==> config.mk <==
export PLATFORM = sky130hd
export DESIGN_NAME = pfsd_top
export DESIGN_NICKNAME = d
export VERILOG_FILES = /design/src/design/pfsd_pkg.sv /design/src/design/pfsd_strap_latch.sv /design/src/design/pfsd_top.sv
export SDC_FILE = /design/constraint.sdc
export NUM_CORES = 1
export LEC_CHECK = 0
export ABC_CLOCK_PERIOD_IN_PS = 1400
export BUFFER_PORTS_ARGS = -buffer_cell sky130_fd_sc_hd__buf_2
export CAP_MARGIN = 25
export CORE_MARGIN = 2
export CORE_UTILIZATION = 35
export DETAILED_ROUTE_END_ITERATION = 16
export GPL_ROUTABILITY_DRIVEN = 1
export MAX_ROUTING_LAYER = met4
export PLACE_DENSITY_LB_ADDON = 0.08
export SYNTH_ARGS = -nofsm -noshare
export SYNTH_HDL_FRONTEND = slang
export SYNTH_SLANG_ARGS = --single-unit
==> constraint.sdc <==
create_clock -name sys_clk -period 1.4 [get_ports sys_clk]
set_input_delay 0 -clock sys_clk [delete_from_list [all_inputs] [get_ports sys_clk]]
set_output_delay 0 -clock sys_clk [all_outputs]
set_load 0.02 [all_outputs]
==> src/design/pfsd_pkg.sv <==
package pfsd_pkg;

  // Data pin mode encodings
  typedef enum logic [2:0] {
    PFSD_MODE_EXT_MEM = 3'h0,
    PFSD_MODE_RSV1 = 3'h1,
    PFSD_MODE_RSV2 = 3'h2,
    PFSD_MODE_FLAGS = 3'h3,
    PFSD_MODE_RSV4 = 3'h4,
    PFSD_MODE_ACQ = 3'h5,
    PFSD_MODE_RSV6 = 3'h6,
    PFSD_MODE_TRISTATE = 3'h7
  } pfsd_pin_mode_e;

  // Boot sources
  typedef enum logic [2:0] {
    PFSD_BOOT_SPI_SLAVE = 3'h0,
    PFSD_BOOT_SPI_MASTER = 3'h1,
    PFSD_BOOT_ASYNC_MEM = 3'h2,
    PFSD_BOOT_RSV3 = 3'h3,
    PFSD_BOOT_LINK0 = 3'h4,
    PFSD_BOOT_RSV5 = 3'h5,
    PFSD_BOOT_RSV6 = 3'h6,
    PFSD_BOOT_RSV7 = 3'h7
  } pfsd_boot_e;

  typedef enum logic [1:0] {
    PFSD_RATIO_6 = 2'h0,
    PFSD_RATIO_32 = 2'h1,
    PFSD_RATIO_16 = 2'h2,
    PFSD_RATIO_RSV = 2'h3
  } pfsd_ratio_code_e;

  localparam int PFSD_ADDR_W = 24;
  localparam int PFSD_DATA_W = 8;
  localparam int PFSD_FLAG_W = 16;
  localparam int PFSD_UPPER_LSB = 8;
  localparam logic [5:0] PFSD_MULT_6 = 6'h06;
  localparam logic [5:0] PFSD_MULT_16 = 6'h10;
  localparam logic [5:0] PFSD_MULT_32 = 6'h20;
  localparam logic [5:0] PFSD_MULT_NONE = 6'h00;
  localparam int PFSD_LOCK_CYCLES = 4096;
  localparam int PFSD_LOCK_W = 13;
  localparam logic [PFSD_LOCK_W-1:0] PFSD_LOCK_ONE = 13'h0001;

  // Pin bundle: per-pin out/enable
  typedef struct packed {
    logic [PFSD_ADDR_W-1:0] addr_out;
    logic [PFSD_ADDR_W-1:0] addr_oe;
    logic [PFSD_DATA_W-1:0] data_out;
    logic [PFSD_DATA_W-1:0] data_oe;
  } pfsd_pins_s;

  typedef struct packed {
    pfsd_boot_e boot;
    pfsd_ratio_code_e ratio;
  } pfsd_straps_s;

endpackage : pfsd_pkg

==> src/design/pfsd_strap_latch.sv <==
`timescale 1ns/1ps
module pfsd_strap_latch (
  input wire logic sys_clk,
  input wire logic resetn,
  input wire logic [2:0] boot_select_straps,
  input wire logic [1:0] clock_ratio_straps,
  output pfsd_pkg::pfsd_straps_s straps,
  output logic straps_valid
);
  import pfsd_pkg::*;

  typedef struct packed {
    logic [2:0] boot_s1;
    logic [1:0] ratio_s1;
    logic [2:0] boot_s2;
    logic [1:0] ratio_s2;
    pfsd_straps_s held;
    logic valid;
  } pfsd_latch_s;

  pfsd_latch_s st_reg;
  pfsd_latch_s st_next;

  // Reset is asynchronous, so straps cannot be loaded by it; they track
  // the pins through a synchroniser while reset holds, then freeze.
  logic in_reset_reg;
  always_ff @(posedge sys_clk or negedge resetn) begin
    if (!resetn) begin
      in_reset_reg <= 1'b1;
    end else begin
      in_reset_reg <= 1'b0;
    end
  end

  always_comb begin
    st_next = st_reg;
    st_next.boot_s1 = boot_select_straps;
    st_next.ratio_s1 = clock_ratio_straps;
    st_next.boot_s2 = st_reg.boot_s1;
    st_next.ratio_s2 = st_reg.ratio_s1;
    if (in_reset_reg) begin
      st_next.held.boot = pfsd_boot_e'(st_reg.boot_s2);
      st_next.held.ratio = pfsd_ratio_code_e'(st_reg.ratio_s2);
      st_next.valid = 1'b1;
    end
  end

  always_ff @(posedge sys_clk) begin
    st_reg <= st_next;
  end

  assign straps = st_reg.held;
  assign straps_valid = st_reg.valid;
endmodule : pfsd_strap_latch

==> src/design/pfsd_top.sv <==
// Behaviour
// - A 3-bit data pin mode field in system control selects shared pin function.
// - Mode 000: 24 address pins drive memory address, 8 data pins bidirectional.
// - Mode 011: upper 16 address pins flag/PWM 15-0, rest flags 15-0.
// - Mode 101: address pins are acquisition inputs; data pins are flags 7-0.
// - Mode 111 three-states all shared pins; reserved modes must not be used.
// - Boot strap: 000 SPI slave, 001 SPI master, 100 link port 0.
// - Boot strap 010 boots from byte-wide flash over async memory interface.
// - Ratio strap: 00 gives 6:1, 01 32:1, 10 16:1; 11 reserved.
// - After reset release wait 4096 reference clocks, then start at reset vector.
`timescale 1ns/1ps
module pfsd_top #(
  parameter int LOCK_CYCLES = pfsd_pkg::PFSD_LOCK_CYCLES
) (
  input wire logic sys_clk,
  input wire logic resetn,
  input wire logic [2:0] data_pin_mode,
  input wire logic mode_write,
  input wire logic [23:0] mem_addr,
  input wire logic [7:0] mem_wdata,
  input wire logic mem_wdata_oe,
  input wire logic [15:0] flag_pwm_out,
  input wire logic [15:0] flag_pwm_oe,
  input wire logic [15:0] flag_out,
  input wire logic [15:0] flag_oe,
  input wire logic [23:0] ext_mem_address_pins_in,
  input wire logic [7:0] ext_mem_data_pins_in,
  input wire logic [2:0] boot_select_straps,
  input wire logic [1:0] clock_ratio_straps,
  output logic [23:0] ext_mem_address_pins_out,
  output logic [23:0] ext_mem_address_pins_oe,
  output logic [7:0] ext_mem_data_pins_out,
  output logic [7:0] ext_mem_data_pins_oe,
  output logic [7:0] mem_rdata,
  output logic [15:0] flag_pwm_in,
  output logic [15:0] flag_in,
  output logic [23:0] acq_port_in,
  output pfsd_pkg::pfsd_pin_mode_e system_control_register,
  output pfsd_pkg::pfsd_boot_e boot_source,
  output logic boot_async_mem_8bit,
  output logic [5:0] core_clock_multiplier,
  output logic core_run
);
  import pfsd_pkg::*;

  localparam logic [PFSD_LOCK_W-1:0] LOCK_LAST = PFSD_LOCK_W'(LOCK_CYCLES);

  typedef struct packed {
    pfsd_pin_mode_e mode;
    pfsd_pins_s pins;
    logic [PFSD_ADDR_W-1:0] a_s1;
    logic [PFSD_ADDR_W-1:0] a_s2;
    logic [PFSD_DATA_W-1:0] d_s1;
    logic [PFSD_DATA_W-1:0] d_s2;
    logic [PFSD_DATA_W-1:0] rdata;
    logic [PFSD_FLAG_W-1:0] fpwm_in;
    logic [PFSD_FLAG_W-1:0] flg_in;
    logic [PFSD_ADDR_W-1:0] acq_in;
    pfsd_boot_e boot;
    logic boot_mem8;
    logic [5:0] mult;
    logic [PFSD_LOCK_W-1:0] lock_cnt;
    logic run;
  } pfsd_state_s;

  pfsd_state_s st_reg;
  pfsd_state_s st_next;
  pfsd_straps_s straps;
  logic straps_valid;

  pfsd_strap_latch u_strap_latch (
    .sys_clk(sys_clk),
    .resetn(resetn),
    .boot_select_straps(boot_select_straps),
    .clock_ratio_straps(clock_ratio_straps),
    .straps(straps),
    .straps_valid(straps_valid)
  );

  always_comb begin
    st_next = st_reg;
    // Pin inputs pass two flops before any decode
    st_next.a_s1 = ext_mem_address_pins_in;
    st_next.a_s2 = st_reg.a_s1;
    st_next.d_s1 = ext_mem_data_pins_in;
    st_next.d_s2 = st_reg.d_s1;
    if (mode_write) begin
      st_next.mode = pfsd_pin_mode_e'(data_pin_mode);
    end
    st_next.pins = '0;
    st_next.rdata = '0;
    st_next.fpwm_in = '0;
    st_next.flg_in = '0;
    st_next.acq_in = '0;
    case (st_reg.mode)
      PFSD_MODE_EXT_MEM: begin
        st_next.pins.addr_out = mem_addr;
        st_next.pins.addr_oe = '1;
        st_next.pins.data_out = mem_wdata;
        st_next.pins.data_oe = {PFSD_DATA_W{mem_wdata_oe}};
        st_next.rdata = st_reg.d_s2;
      end
      PFSD_MODE_FLAGS: begin
        st_next.pins.addr_out = {flag_pwm_out, flag_out[PFSD_UPPER_LSB-1:0]};
        st_next.pins.addr_oe = {flag_pwm_oe, flag_oe[PFSD_UPPER_LSB-1:0]};
        st_next.pins.data_out = flag_out[PFSD_FLAG_W-1:PFSD_UPPER_LSB];
        st_next.pins.data_oe = flag_oe[PFSD_FLAG_W-1:PFSD_UPPER_LSB];
        st_next.fpwm_in = st_reg.a_s2[PFSD_ADDR_W-1:PFSD_UPPER_LSB];
        st_next.flg_in = {st_reg.d_s2, st_reg.a_s2[PFSD_UPPER_LSB-1:0]};
      end
      PFSD_MODE_ACQ: begin
        // Address pins stay undriven: acquisition port is input only
        st_next.acq_in = st_reg.a_s2;
        st_next.pins.data_out = flag_out[PFSD_DATA_W-1:0];
        st_next.pins.data_oe = flag_oe[PFSD_DATA_W-1:0];
        st_next.flg_in = {{(PFSD_FLAG_W-PFSD_DATA_W){1'b0}}, st_reg.d_s2};
      end
      default: begin
        // Three-state; reserved codes also float, the safest pin state
        st_next.pins = '0;
      end
    endcase
    st_next.boot = straps.boot;
    st_next.boot_mem8 = (straps.boot == PFSD_BOOT_ASYNC_MEM);
    case (straps.ratio)
      PFSD_RATIO_6: st_next.mult = PFSD_MULT_6;
      PFSD_RATIO_32: st_next.mult = PFSD_MULT_32;
      PFSD_RATIO_16: st_next.mult = PFSD_MULT_16;
      default: st_next.mult = PFSD_MULT_NONE;
    endcase
    if (straps_valid && !st_reg.run) begin
      if (st_reg.lock_cnt == LOCK_LAST) begin
        st_next.run = 1'b1;
      end else begin
        st_next.lock_cnt = st_reg.lock_cnt + PFSD_LOCK_ONE;
      end
    end
  end

  always_ff @(posedge sys_clk or negedge resetn) begin
    if (!resetn) begin
      st_reg <= '0;
      st_reg.mode <= PFSD_MODE_EXT_MEM;
      st_reg.boot <= PFSD_BOOT_SPI_SLAVE;
    end else begin
      st_reg <= st_next;
    end
  end

  assign ext_mem_address_pins_out = st_reg.pins.addr_out;
  assign ext_mem_address_pins_oe = st_reg.pins.addr_oe;
  assign ext_mem_data_pins_out = st_reg.pins.data_out;
  assign ext_mem_data_pins_oe = st_reg.pins.data_oe;
  assign mem_rdata = st_reg.rdata;
  assign flag_pwm_in = st_reg.fpwm_in;
  assign flag_in = st_reg.flg_in;
  assign acq_port_in = st_reg.acq_in;
  assign system_control_register = st_reg.mode;
  assign boot_source = st_reg.boot;
  assign boot_async_mem_8bit = st_reg.boot_mem8;
  assign core_clock_multiplier = st_reg.mult;
  assign core_run = st_reg.run;
endmodule : pfsd_top

[Word-level counts from Yosys, hierarchy flattened]
Cells that the tools add are included.
Operators by class
  add/sub/neg operators: 1
  multiply operators: 0
  div/mod/pow operators: 0
  order comparisons: 0
  eq/ne operators: 6
  shift operators: 0
  muxes and demuxes: 7
  bitwise operators: 1
  reduce and logical (&&, ||, !) cells: 5
Operators with widths (number)
  $pmux W48 S2: 1
  $pmux W16 S3: 1
  $pmux W16 S2: 1
  $mux W24: 1
  $pmux W6 S3: 1
  $mux W16: 1
  $add A13 B1 Y13 const B: 1
  $eq A13 B13 Y1 const B: 1
  $mux W8: 1
  $eq A3 B2 Y1 const B: 2
  $reduce_and A2 Y1: 2
  $eq A3 B3 Y1 const B: 1
  $logic_not A3 Y1: 1
  $eq A2 B1 Y1 const B: 1
  $eq A2 B2 Y1 const B: 1
  $logic_not A2 Y1: 1
  $logic_not A1 Y1: 1
  $not A1 Y1: 1
Storage, ports and cells
  bits in registers: 235
  bits in latches: 0
  RAM bits: 0
  memory bits (read-only): 0
  input port bits: 140
  output and inout port bits: 142
  logic and storage cells: 45
  memories kept: 0

[Logic depth before layout (Yosys ltp)]
  depth after elaboration: 3
  depth in mapped cells: 5
  gate-level depth less buffers: 5

[Modules after synthesis]
A second synthesis with hierarchy kept.
Second synthesis, totals
  cells, all modules: 609
  area total of the unflattened synthesis: 8524.4 µm²
By module, submodules not included
  pfsd_top: instances 1, cells each 585, area an instance 8095.3 µm², seq. area each 5405.2 µm²
  pfsd_strap_latch: instances 1, cells each 24, area an instance 429.2 µm², seq. area each 376.6 µm²

[Worst setup path after synthesis]
No wires, ideal clock.
  kind: register -> register
  start: reg st_reg[1] (netlist name)
  end: reg st_reg[2] (netlist name)
  arrival time: 1.409 ns
  path slack: -0.133 ns
  stages on the path, launching flop included: 6
  buffers on the path: 0
  cells stage by stage: dfrtp_1 > inv_1 > ha_1 > nor4b_1 > a31oi_1 > mux2_2
On the way
  cells in the longest elaborated chain, start to end: 3
Ends and longest elaborated chain
  start, declared: RTL line pfsd_top.sv:66  | pfsd_state_s st_reg;
  start signal, assigned: RTL line pfsd_top.sv:146  | st_reg <= st_next;
  parallel branches: the longest is 3 deep, another holds $add A13 B1 Y13
Parallel ways; which one is timed is not known.
A chain may end at the register's enable or synchronous reset.

[Worst setup path after layout]
Same ends and word-level chain as after synthesis.

==> results.ini <==
[yosys]
synth_cell_types=33
ys.flop_type=dfrtp_1
yosys.area.top_type_share_pct=63.7
synth.ff_latch_count=232
ys_warn_count=0
syn-cell-area_sq_um=8490
async_flop_share_pct=93.5
synth_area_leaders=dfrtp_1 (64%), buf_4 (13%), a22o_1 (5.9%)
synth_edf_count=5
yosysSeqAreaShare_pct=68.1
yosys.area.top_type=dfrtp_1
avgSynthCellArea_sq_um=14.1
synth_cells=603

[route]
routedWlPerCell_um=17.9
drc=0
vias_per_cell=4.40
drt-total-wl_um=22700
vias=5572
drt_first_iter_violations=279
dr.pass1.iters=4
ant_nets=0

[grt]
overflow=0
grt_max_degree=59
antenna_found_initial=1
grt_pass1_wl_um=33800
grtUsageTotal_pct=17.4
grt_pass1_vias=6058

[hold_path]
hp-class=in2async

[sta]
maxSlewHeadroom_pct=66.3
rsz0062_at_grt=true
worst_slew_pin_slew_ns=0.505
maxSlewViolCount=0
hold_ws_ns=0.00450
setup_viol=2
fin_crit_sh_pct=102
fin_ws_ns=-0.0240
fin_worst_skew_ns=0.00967
max_freq_mhz=702
layout_min_cycle_time_ns=1.42
hold_violations=0

[clock_network]
cts.sinks=232
cts.clk_slew.worst_paths_ns=0.06
clockRootBuffer=clkbuf_16
cts_max_path_buffers=3
clk_latency_ns=0.53
htreeDepth=1
cts_buffers=26
cts_tree=done

[place]
hpwlAfterDp_um=14600
postPlaceCellArea_sq_um=9510
portBuffers=279
pre_cts_ws_ns=-0.0388
routabilityCongestion=0.854

[floorplan]
die_h_um=160
coreArea_sq_um=23600
die_w_um=160
num_io_pins=282
dieArea_sq_um=25500
placementRows=56
start_util_pct=35.9

[run_status]
violations=negative setup slack
status=complete, but fails checks

[pwr]
max-vdd-ir-drop_mv=0.928
total_power_uw=16100
leakagePower_uw=0.00655
p_per_area_nw_per_um2=1340

[layout]
area_delta_synth_final_pct=42.4
finalNetCount=1069
largest_reg_flops=45
layout_common_cells=buf_2 (278), dfrtp_1 (213), dlygate4sd3_1 (139), a22o_1 (57), and3_1 (48)
design_area_sq_um=12100
drive_gt1_share_pct=41.7
final_common_cell=buf_2

[critical_path]
cp-start-kind=register
crit_arrival_ns=1.83
cp-end-kind=register
worstPathCellList=inv_2 -> ha_4 -> nor4b_4 -> a31oi_4 -> mux2_4
cp_slowest_cell=dfrtp_1
cp_slowest_stage_delay_ns=0.40
r2r_slack_ns=-0.02
worstPathRequired_ns=1.81
cp_max_fo=3
critPathKind=reg2reg

[run]
drv_cap=0

[metal layers]
metal | routed length [um] | vias to the layer above | track usage, %
met2 | 11700 | 217 | 30.2
met3 | 1530 | 28 | 4.44
met1 | 9070 | 2782 | 20.4
li1 | - | 2545 | -
met4 | 403 | 0 | 4.05
met5 | 0 | - | -
[worst paths after layout]
kind / depth (start not counted) / startpoint / to
max: 5 / st_reg[1] / st_reg[2]
min: 2 / resetn / acq_port_in[20]
max reg2reg: 5 / st_reg[1] / st_reg[2]
min reg2reg: 0 / u_strap_latch.st_next[6] / u_strap_latch.st_reg[6]
max in group asynchronous: 3 / resetn / ext_mem_address_pins_oe[3]
min in group sys_clk: 2 / ext_mem_address_pins_in[22] / st_next[126]
[report_power, final]
group / internal [uW] / switching (uW)
Clock: 4010 / 2670
Sequential: 7140 / 140
Combinational: 1000 / 1180
[synth_stat cells (5+ instances only)]
master    number
a21o_1        32
inv_1          5
xor2_1         5
xnor2_1        6
dfxtp_1       10
dfrtp_1      216
buf_4        143
a22o_1        57
and3_1        48
edfxtp_1       5
and2_1        11
buf_2         12
clkbuf_1      15
[layout make-up]
cell class / instances / area [sq um]
Multi-Input combinational cell: 198 / 1680
Tap cell: 319 / 399
Sequential cell: 232 / 5790
Inverter: 5 / 18.8
Clock buffer: 40 / 773
Clock inverter: 8 / 96.3
Timing Repair Buffer: 464 / 3330
Fill cell: 2040 / 11500
Antenna cell: 1 / 2.50
[what timing repair did]
item,in CTS,in global routing
hold buffers,139,0
pin swaps,1,4
gates resized for setup,10,19
cloned,0,3
endpoints found under the hold margin,321,0
buffers inserted,6,2
setup endpoints to repair,3,61
[cells by family after synthesis]
family	Yosys count	synth area share (%)
other	1	0.0442
XOR/XNOR	11	1.14
AND/OR/NAND/NOR	88	6.84
adder cells (fa/ha/maj)	2	0.295
flip-flops	232	68.1
buffers and inverters	175	14.2
AO/OA/AOI/OAI	90	8.79
multiplexers	4	0.531
[worst max-delay path, delay by kind of cell (launching register included)]
kind | cells | cell delay, ns
DFF | 1 | 0.40
muxes | 1 | 0.32
and+or+nand+nor | 1 | 0.22
AOI/OAI and AO/OA | 1 | 0.14
adders and majority gates | 1 | 0.12
buffers and inverters | 1 | 0.09
[per-stage QoR]
stage	std cells	setup TNS (ns)	util, %
finish	1267	-0.0455	51.2
global route	1267	-0.231	51.2
CTS	1261	0	50.3
detailed placement	1068	-0.0440	40.3
global placement	1068	0	40.3
floorplan	605	0	-
(Power assumes the default switching activity.)
